## src/hdl/adc_serial_pkg.sv

```systemverilog
package adc_serial_pkg;

   localparam int RES_W          = 8;
   localparam int ADDR_BITS      = 2;
   localparam int FIFO_DEPTH_DEF = 16;
   localparam int IDX_W          = 3;

   localparam logic [IDX_W-1:0] IDX_MSB          = 3'h7;
   localparam logic [IDX_W-1:0] IDX_LSB          = 3'h0;
   localparam logic [IDX_W-1:0] IDX_REPEAT_FIRST = 3'h1;
   localparam logic [1:0]       ADDR_CNT_RST     = 2'h0;
   localparam logic [1:0]       ADDR_LAST        = 2'h1;
   localparam logic [RES_W-1:0] RESULT_RST       = 8'h00;

   typedef struct packed {
      logic single_or_differential_select;
      logic odd_select;
   } mux_cfg_s;

   localparam mux_cfg_s MUX_CFG_RST = 2'h0;

   typedef struct packed {
      mux_cfg_s         cfg;
      logic [RES_W-1:0] code;
   } conv_result_s;

   typedef enum logic [2:0] {
      ST_WAIT,
      ST_ADDR,
      ST_SETTLE,
      ST_MSB,
      ST_LSB,
      ST_DONE
   } conv_state_e;

endpackage

```

## src/hdl/input_mux.sv

```systemverilog
`timescale 1ns/10ps
module input_mux
   import adc_serial_pkg::*;
#(
   parameter bit TWIN_CHANNEL = 1'b1,
   parameter int W            = RES_W
) (
   input  wire logic [W-1:0] analog_input_zero,
   input  wire logic [W-1:0] analog_input_one,
   input  wire mux_cfg_s     cfg,
   output logic [W-1:0]      diff
);

   logic [W-1:0] pos;
   logic [W-1:0] neg;

   always_comb begin
      pos = analog_input_zero;
      neg = analog_input_one;
      if (TWIN_CHANNEL) begin
         case ({cfg.single_or_differential_select, cfg.odd_select})
            2'b00: begin
               pos = analog_input_zero;
               neg = analog_input_one;
            end
            2'b01: begin
               pos = analog_input_one;
               neg = analog_input_zero;
            end
            2'b10: begin
               pos = analog_input_zero;
               neg = '0;
            end
            default: begin
               pos = analog_input_one;
               neg = '0;
            end
         endcase
      end
      if (pos < neg) begin
         diff = '0;
      end else begin
         diff = pos - neg;
      end
   end

endmodule

```

## src/hdl/result_fifo.sv

```systemverilog
`timescale 1ns/10ps
module result_fifo #(
   parameter int W     = 10,
   parameter int DEPTH = 16
) (
   input  wire logic         clk,
   input  wire logic         rst_n,
   input  wire logic         in_valid,
   output logic              in_ready,
   input  wire logic [W-1:0] in_data,
   output logic              out_valid,
   input  wire logic         out_ready,
   output logic [W-1:0]      out_data
);

   localparam int PW = $clog2(DEPTH);

   logic [W-1:0]  mem_q [DEPTH];
   logic [PW-1:0] wr_q;
   logic [PW-1:0] rd_q;
   logic [PW:0]   cnt_q;
   logic          push;
   logic          pop;

   assign in_ready  = cnt_q != (PW+1)'(DEPTH);
   assign out_valid = cnt_q != '0;
   assign push      = in_valid && in_ready;
   assign pop       = out_valid && out_ready;
   // storage is flops, so the head word is already registered
   assign out_data  = mem_q[rd_q];

   always_ff @(posedge clk) begin
      if (push) begin
         mem_q[wr_q] <= in_data;
      end
   end

   always_ff @(posedge clk) begin
      if (!rst_n) begin
         wr_q <= '0;
         rd_q <= '0;
      end else begin
         if (push) begin
            wr_q <= wr_q + 1'b1;
         end
         if (pop) begin
            rd_q <= rd_q + 1'b1;
         end
      end
   end

   always_ff @(posedge clk) begin
      if (!rst_n) begin
         cnt_q <= '0;
      end else begin
         case ({push, pop})
            2'b10:   cnt_q <= cnt_q + 1'b1;
            2'b01:   cnt_q <= cnt_q - 1'b1;
            default: cnt_q <= cnt_q;
         endcase
      end
   end

endmodule

```

## src/hdl/adc_serial_ctrl.sv

```systemverilog
`timescale 1ns/10ps
module adc_serial_ctrl
   import adc_serial_pkg::*;
#(
   parameter bit TWIN_CHANNEL = 1'b1,
   parameter int FIFO_DEPTH   = FIFO_DEPTH_DEF
) (
   input  wire logic             clk,
   input  wire logic             rst_n,
   input  wire logic             cs_n,
   input  wire logic             serial_command_in,
   output logic                  serial_data_out,
   output logic                  serial_data_out_oe,
   input  wire logic [RES_W-1:0] analog_input_zero,
   input  wire logic [RES_W-1:0] analog_input_one,
   output mux_cfg_s              mux_cfg,
   output logic                  busy,
   output logic                  result_valid,
   input  wire logic             result_ready,
   output conv_result_s          result_data
);

   conv_state_e      state_q;
   conv_state_e      state_d;
   logic [1:0]       addr_cnt_q;
   mux_cfg_s         addr_shift_q;
   mux_cfg_s         cfg_q;
   logic [IDX_W-1:0] idx_q;
   logic [RES_W-1:0] res_q;
   logic [RES_W-1:0] held_q;
   logic             dout_q;
   logic             oe_q;
   logic             busy_q;
   logic [RES_W-1:0] diff_now;
   logic [RES_W-1:0] diff_use;
   logic [RES_W-1:0] part_use;
   logic             dec_bit;
   logic             start_seen;
   logic             addr_done;
   logic             fifo_in_valid;
   logic             fifo_in_ready;
   conv_result_s     fifo_in_data;

   // one-hot weight of a bit position, shared by the decision and the kept code
   function automatic logic [RES_W-1:0] bit_weight(input logic [IDX_W-1:0] idx);
      return RES_W'(1) << idx;
   endfunction

   // one comparator step: keep the trial bit if the span passed in (live at settle, held after) reaches it
   function automatic logic sar_bit(
      input logic [RES_W-1:0] span,
      input logic [RES_W-1:0] partial,
      input logic [IDX_W-1:0] idx
   );
      logic [RES_W-1:0] trial;
      trial = partial | bit_weight(idx);
      return span >= trial;
   endfunction

   input_mux #(
      .TWIN_CHANNEL (TWIN_CHANNEL),
      .W            (RES_W)
   ) u_mux (
      .analog_input_zero (analog_input_zero),
      .analog_input_one  (analog_input_one),
      .cfg               (cfg_q),
      .diff              (diff_now)
   );

   // start is held off while the result queue is full, so no code is lost
   // first high is start
   assign start_seen = (state_q == ST_WAIT) && serial_command_in && fifo_in_ready;
   assign addr_done  = (state_q == ST_ADDR) && (addr_cnt_q == ADDR_LAST);

   // the first decision compares the live mux output, later ones the held span
   assign diff_use = (state_q == ST_SETTLE) ? diff_now : held_q;
   assign part_use = (state_q == ST_SETTLE) ? RESULT_RST : res_q;
   assign dec_bit  = sar_bit(diff_use, part_use, idx_q);

   always_comb begin
      state_d = state_q;
      case (state_q)
         ST_WAIT: begin
            if (start_seen) begin
               state_d = TWIN_CHANNEL ? ST_ADDR : ST_SETTLE;
            end
         end
         ST_ADDR: begin
            if (addr_done) begin
               state_d = ST_SETTLE;
            end
         end
         ST_SETTLE: begin
            state_d = ST_MSB;
         end
         ST_MSB: begin
            if (idx_q == IDX_LSB) begin
               state_d = TWIN_CHANNEL ? ST_LSB : ST_DONE;
            end
         end
         ST_LSB: begin
            if (idx_q == IDX_MSB) begin
               state_d = ST_DONE;
            end
         end
         ST_DONE: begin
            state_d = ST_DONE;
         end
         default: begin
            state_d = ST_WAIT;
         end
      endcase
   end

   always_ff @(posedge clk) begin
      if (!rst_n || cs_n) begin
         state_q <= ST_WAIT;
      end else begin
         state_q <= state_d;
      end
   end

   always_ff @(posedge clk) begin
      if (!rst_n || cs_n) begin
         addr_shift_q <= MUX_CFG_RST;
      end else if (state_q == ST_ADDR) begin
         addr_shift_q <= {addr_shift_q.odd_select, serial_command_in};
      end
   end

   // counts word bits so the config lands in place right after the odd bit
   always_ff @(posedge clk) begin
      if (!rst_n || cs_n) begin
         addr_cnt_q <= ADDR_CNT_RST;
      end else if (state_q == ST_ADDR) begin
         addr_cnt_q <= addr_cnt_q + 1'b1;
      end
   end

   always_ff @(posedge clk) begin
      if (!rst_n || cs_n) begin
         cfg_q <= MUX_CFG_RST;
      end else if (addr_done) begin
         cfg_q <= {addr_shift_q.odd_select, serial_command_in};
      end
   end

   // bit pointer walks down for the first stream, up for the repeat
   always_ff @(posedge clk) begin
      if (!rst_n || cs_n) begin
         idx_q <= IDX_MSB;
      end else begin
         case (state_q)
            ST_SETTLE: begin
               idx_q <= idx_q - 1'b1;
            end
            ST_MSB: begin
               if (idx_q == IDX_LSB) begin
                  idx_q <= IDX_REPEAT_FIRST;
               end else begin
                  idx_q <= idx_q - 1'b1;
               end
            end
            ST_LSB: begin
               // wraps to zero on the last repeat bit, harmless as done follows
               idx_q <= idx_q + 1'b1;
            end
            default: begin
               idx_q <= IDX_MSB;
            end
         endcase
      end
   end

   always_ff @(posedge clk) begin
      if (!rst_n || cs_n) begin
         res_q <= RESULT_RST;
      end else if (state_q == ST_SETTLE) begin
         res_q <= dec_bit ? bit_weight(idx_q) : RESULT_RST;
      end else if (state_q == ST_MSB && dec_bit) begin
         res_q <= res_q | bit_weight(idx_q);
      end
   end

   // span frozen at the settling edge so later input moves cannot upset the search
   always_ff @(posedge clk) begin
      if (!rst_n || cs_n) begin
         held_q <= RESULT_RST;
      end else if (state_q == ST_SETTLE) begin
         held_q <= diff_now;
      end
   end

   always_ff @(posedge clk) begin
      if (!rst_n || cs_n) begin
         oe_q <= 1'b0;
      end else begin
         case (state_q)
            ST_WAIT: begin
               oe_q <= start_seen && !TWIN_CHANNEL;
            end
            ST_ADDR: begin
               oe_q <= addr_done;
            end
            ST_SETTLE, ST_MSB, ST_LSB: begin
               oe_q <= 1'b1;
            end
            default: begin
               oe_q <= 1'b0;
            end
         endcase
      end
   end

   always_ff @(posedge clk) begin
      if (!rst_n || cs_n) begin
         dout_q <= 1'b0;
      end else begin
         case (state_q)
            ST_SETTLE, ST_MSB: begin
               dout_q <= dec_bit;
            end
            ST_LSB: begin
               dout_q <= res_q[idx_q];
            end
            default: begin
               // low while floating or settling keeps a shared wire quiet
               dout_q <= 1'b0;
            end
         endcase
      end
   end

   always_ff @(posedge clk) begin
      if (!rst_n || cs_n) begin
         busy_q <= 1'b0;
      end else begin
         busy_q <= (state_d != ST_WAIT) && (state_d != ST_DONE);
      end
   end

   // full code queued after eighth
   // a deselect on the last decision edge cuts the frame, so nothing is queued
   assign fifo_in_valid = (state_q == ST_MSB) && (idx_q == IDX_LSB) && !cs_n;
   assign fifo_in_data  = '{cfg: cfg_q, code: res_q | RES_W'(dec_bit)};

   result_fifo #(
      .W     ($bits(conv_result_s)),
      .DEPTH (FIFO_DEPTH)
   ) u_fifo (
      .clk       (clk),
      .rst_n     (rst_n),
      .in_valid  (fifo_in_valid),
      .in_ready  (fifo_in_ready),
      .in_data   (fifo_in_data),
      .out_valid (result_valid),
      .out_ready (result_ready),
      .out_data  (result_data)
   );

   assign serial_data_out    = dout_q;
   assign serial_data_out_oe = oe_q;
   assign mux_cfg            = cfg_q;
   assign busy               = busy_q;

endmodule

```

## config.mk

```make
export PLATFORM = sky130hd
export DESIGN_NAME = adc_serial_ctrl
export DESIGN_NICKNAME = d
export VERILOG_FILES = /design/src/hdl/adc_serial_pkg.sv /design/src/hdl/input_mux.sv /design/src/hdl/result_fifo.sv /design/src/hdl/adc_serial_ctrl.sv
export SDC_FILE = /design/constraint.sdc
export NUM_CORES = 1
export LEC_CHECK = 0
export BUFFER_PORTS_ARGS = -buffer_cell sky130_fd_sc_hd__buf_2
export CAP_MARGIN = 20
export CORE_ASPECT_RATIO = 0.8
export CORE_UTILIZATION = 64
export CTS_BUF_LIST = sky130_fd_sc_hd__clkbuf_8
export DETAILED_ROUTE_END_ITERATION = 10
export MAX_ROUTING_LAYER = met4
export PLACE_DENSITY = 0.85
export SLEW_MARGIN = 20
export SYNTH_ARGS = -nofsm -noshare
export SYNTH_HDL_FRONTEND = slang
export SYNTH_SLANG_ARGS = --single-unit
```

## constraint.sdc

```tcl
create_clock -name clk -period 5.6 [get_ports clk]
set_input_delay 0.28 -clock clk [delete_from_list [all_inputs] [get_ports clk]]
set_output_delay 0.28 -clock clk [all_outputs]
set_load 0.01 [all_outputs]
```

==> results by group <==
Logic synthesis
  – Post-Synth XOR/XNOR Area: under 10%
  – Syn_nets: 638
  – Cells taking the most area after synthesis: edfxtp_1, mux4_2, dfxtp_1
  – Cell Area, Synth: approximately 9200 µm²
  – Combinational family with the most area after synthesis: multiplexers
  – Sequential cell area fraction in the yosys report: 62.74%
  – Largest area contributor in the netlist: edfxtp_1
  – Synthesized area per cell: 15.73 µm²
  – Synth Area in Adders: 4.946%
  – Compound-Gate Fraction of Synth Area: under 10%
  – Multiplexer share of the synthesized area: approximately 15%
  – Synth cell types: 53
  – Async set-reset flop share out of synthesis: 0%
  – Area share of the largest cell type after synthesis: about 52%
  – Synthesized instance count: a little under 600
  – Number of flops mapped to enable cells by yosys: between 150 and 200
  – Seq cells post-synth: about 210
  – Synth warn: 0
  – Simple-Gate Fraction of Synth Area: roughly 7.3%
  – Top FF cell, synth: edfxtp_1

Floorplanning
  – I/O pins: 37
  – Row count: 38
  – Core ar.: between 10,000 and 15,000 µm²
  – Starting Density: 66.65%
  – Chip width: between 100 and 150 µm
  – Chip height: between 100 and 150 µm
  – Die ar.: ~15,000 µm²

Setup path
  – Crit. Startpoint: mux_cfg[0]$_SDFFE_PP0P_
  – Reg2reg start: mux_cfg[0]$_SDFFE_PP0P_
  – Critical Path RT: a little under 6 ns
  – WP data arrival: slightly below 5 ns
  – Crit Path Class: reg2reg
  – CP startpoint kind: register
  – CP max FO: 18
  – CP Capture Type: register

Route
  – Starting DRC count in detailed routing: 419
  – Routed vias/inst: ~6.2
  – Remaining antenna violation count: 0
  – First-pass detailed-route iteration total: 4
  – WL per Instance: 21.62 µm
  – # DRC: 0
  – Final WL: ~18,000 µm
  – Vias: ~5.2k

Power
  – Clock power frac: a little over two fifths
  – Leakage: 3.605 nW
  – Net Sw Frac: 19.75%
  – Logic pwr share: roughly 2.6%
  – Sequential share of power: ~55%
  – Pwr/cell area: 290.5 nW/µm²
  – Pint: roughly 0.0024 W
  – Net Sw Power: a little under 0.0006 W
  – VDD IR-drop max: around 0.00018 V

Worst hold path
  – HP Class: in2reg
  – Hold Crit Start: cs_n

Status
  – Status: complete, no violations

GRT
  – First-pass GRT wire length: roughly 28,000 µm
  – GRT Max-Usage Layer: met2
  – GRT Total Usage: between 20% and 30%
  – Met3 GRT Util: under 10%
  – Met1 Track Usage GR: 34.04%
  – Grt ovf: 0
  – Met2 usage: 42.24%
  – Largest net degree at the start of global routing: 41
  – Initial antenna violation count: 0
  – Vias in the first global route: approximately 5.2k

Timing
  – Max transition margin: 30.85%
  – Hold slack final: 0.1158 ns
  – Setup TNS: 0 ns
  – Slew Viols, Final: 0
  – Clock Skew: approximately 0.011 ns
  – Final hold vios: 0
  – Final setup violation count: 0
  – Tcrit/Tclk final: between 80% and 90%
  – Slew @ Worst Pin: 1.033 ns
  – Setup ws final: 0.8906 ns
  – Period minus WS final: about 4.7 ns
  – Unrepaired setup endpoints after global routing: no
  – Max Freq: ~210 MHz

Placed design
  – Placer Congestion: 0.8420
  – Inst Count DP: 775
  – Dpl hpwl: 11,880 µm
  – # port buffers: 36
  – Dpl ws: approximately 0.94 ns

Layout
  – Antenna Cells: 0
  – Share of cells above drive strength 1: 27.02%
  – Fill count: between 700 and 800
  – Layout Nets: 686
  – Final Non-Filler Cells: 835
  – Synth-to-layout area growth: 11.23%
  – Final core occ: approximately 74%

Clocking
  – Post_cts resized: 0
  – Post-CTS Setup Bufs: 0
  – H-tree levels: 1
  – Root buf cell: clkbuf_8
  – Clock latency on the worst-skew pair: 0.55 ns
  – Clock sink count: about 210
  – CTS tree: yes
  – Clk slew on worst S/H paths: approximately 0.07 ns
  – Clock tree buffer depth: 3
  – TritonCTS Buffers: 31

Job
  – Max-cap violations: 0
## Yosys cell counts, drive strengths merged (8+ instances only)
cell / number
a21oi: 21
and2: 15
buf: 13
clkbuf: 17
dfxtp: 47
edfxtp: 160
ha: 33
inv: 18
mux2i: 14
mux4: 52
nand2: 33
nand3: 11
nor2: 24
nor2b: 9
o21ai: 16
xnor2: 8
## final cells by class
cell class	count	area [µm²]	area share [%]
inverters	18	67.56	0.6633
flip-flops and latches	207	5747	56.42
clock inverters	23	171.4	1.683
multi-input cells	327	3243	31.84
repair buffers	45	250.2	2.457
well taps	180	225.2	2.211
clock buffers	35	481.7	4.729
## worst max-delay path, cell delays in order, from the launching register on
cell and delay [ns]:
dfxtp_1 0.85, mux2i_1 0.30, ha_1 0.20, inv_1 0.06, fa_1 0.42, a211oi_1 0.32
o21a_1 0.25, a221oi_4 0.13, a22oi_1 0.24, ha_1 0.27, nand2b_1 0.14, a2111oi_0 0.45
a2111oi_0 0.16, or3_1 0.58
## stage by stage
step | area [µm²] | total power, W
6_report | 10190 | 0.002959
5_1_grt | 10190 | 0.003037
4_1_cts | 10170 | 0.002971
3_5_place_dp | 9508 | 0.001741
3_3_place_gp | 9468 | 0.001738
2_1_floorplan | 9158 | 0.001721
## path summary, 6_finish.rpt
| path | cells after the start | slack [ns] | to |
|---|---|---|---|
| hold reg to reg | 2 | 0.47 | mux_cfg[1]$_SDFFE_PP0P_ |
| setup / recovery | 13 | 0.89 | u_fifo.mem_q[9][0]$_DFFE_PP_ |
| setup reg to reg | 13 | 0.89 | u_fifo.mem_q[9][0]$_DFFE_PP_ |
| hold / removal | 4 | 0.12 | u_fifo.wr_q[1]$_SDFFE_PN0P_ |
## logic make-up after synthesis
kind of cell	after synthesis
AO/OA/AOI/OAI	78
XOR/XNOR	15
multiplexers	73
AND/OR/NAND/NOR	126
adder cells (fa/ha/maj)	35
buffers and inverters	48
flip-flops	207
## what timing repair did
item / 4_1_cts / 5_1_grt
endpoints found under the setup margin: 0 / 0
hold buffers: 1 / 0
hold endpoints to repair: 1 / 0
## placed cells by master (no fill, tap or decap), drive strengths merged, types with 3 or more instances in the layout
cell and n:
a2111oi 3, a211oi 6, a21boi 3, a21o 4
a21oi 21, a22o 5, a22oi 7, and2 15
buf 44, bufinv 3, clkbuf 35, clkinv 6
dfxtp 47, edfxtp 160, ha 33, inv 31
mux2 7, mux2i 14, mux4 52, nand2 33
nand2b 7, nand3 11, nor2 24, nor2b 9
nor3 7, o21ai 16, or2 7, xnor2 8
xor2 7
## flip-flops by register name, indices dropped and copies added (netlist names), named ones only
signal,cells
addr_cnt_q,2
addr_shift_q,1
busy,1
held_q,8
idx_q,3
mux_cfg,2
res_q,8
serial_data_out,1
serial_data_out_oe,1
state_q,3
u_fifo.cnt_q,5
u_fifo.mem_q,160
u_fifo.rd_q,4
u_fifo.wr_q,4
## layer usage
metal  vias to the layer above  part of all wire, %  wire length [µm]
met2                       216                   49              8775
met4                         0                  3.0               546
met3                        49                  7.1              1273
met1                      2578                   41              7456
li1                       2353                    -                 -
met5                         -                    0                 0
## power by group through the flow
stage                     Sequential [W]  Combinational, W  Clock, W
after global routing             0.00163         0.0000837   0.00132
after floorplan                  0.00167         0.0000544         0
after global placement           0.00167         0.0000708         0
after CTS                        0.00163         0.0000749   0.00126
after detailed placement         0.00167         0.0000735         0
final                            0.00163         0.0000758   0.00125
Power figures use the tool's default switching activity.
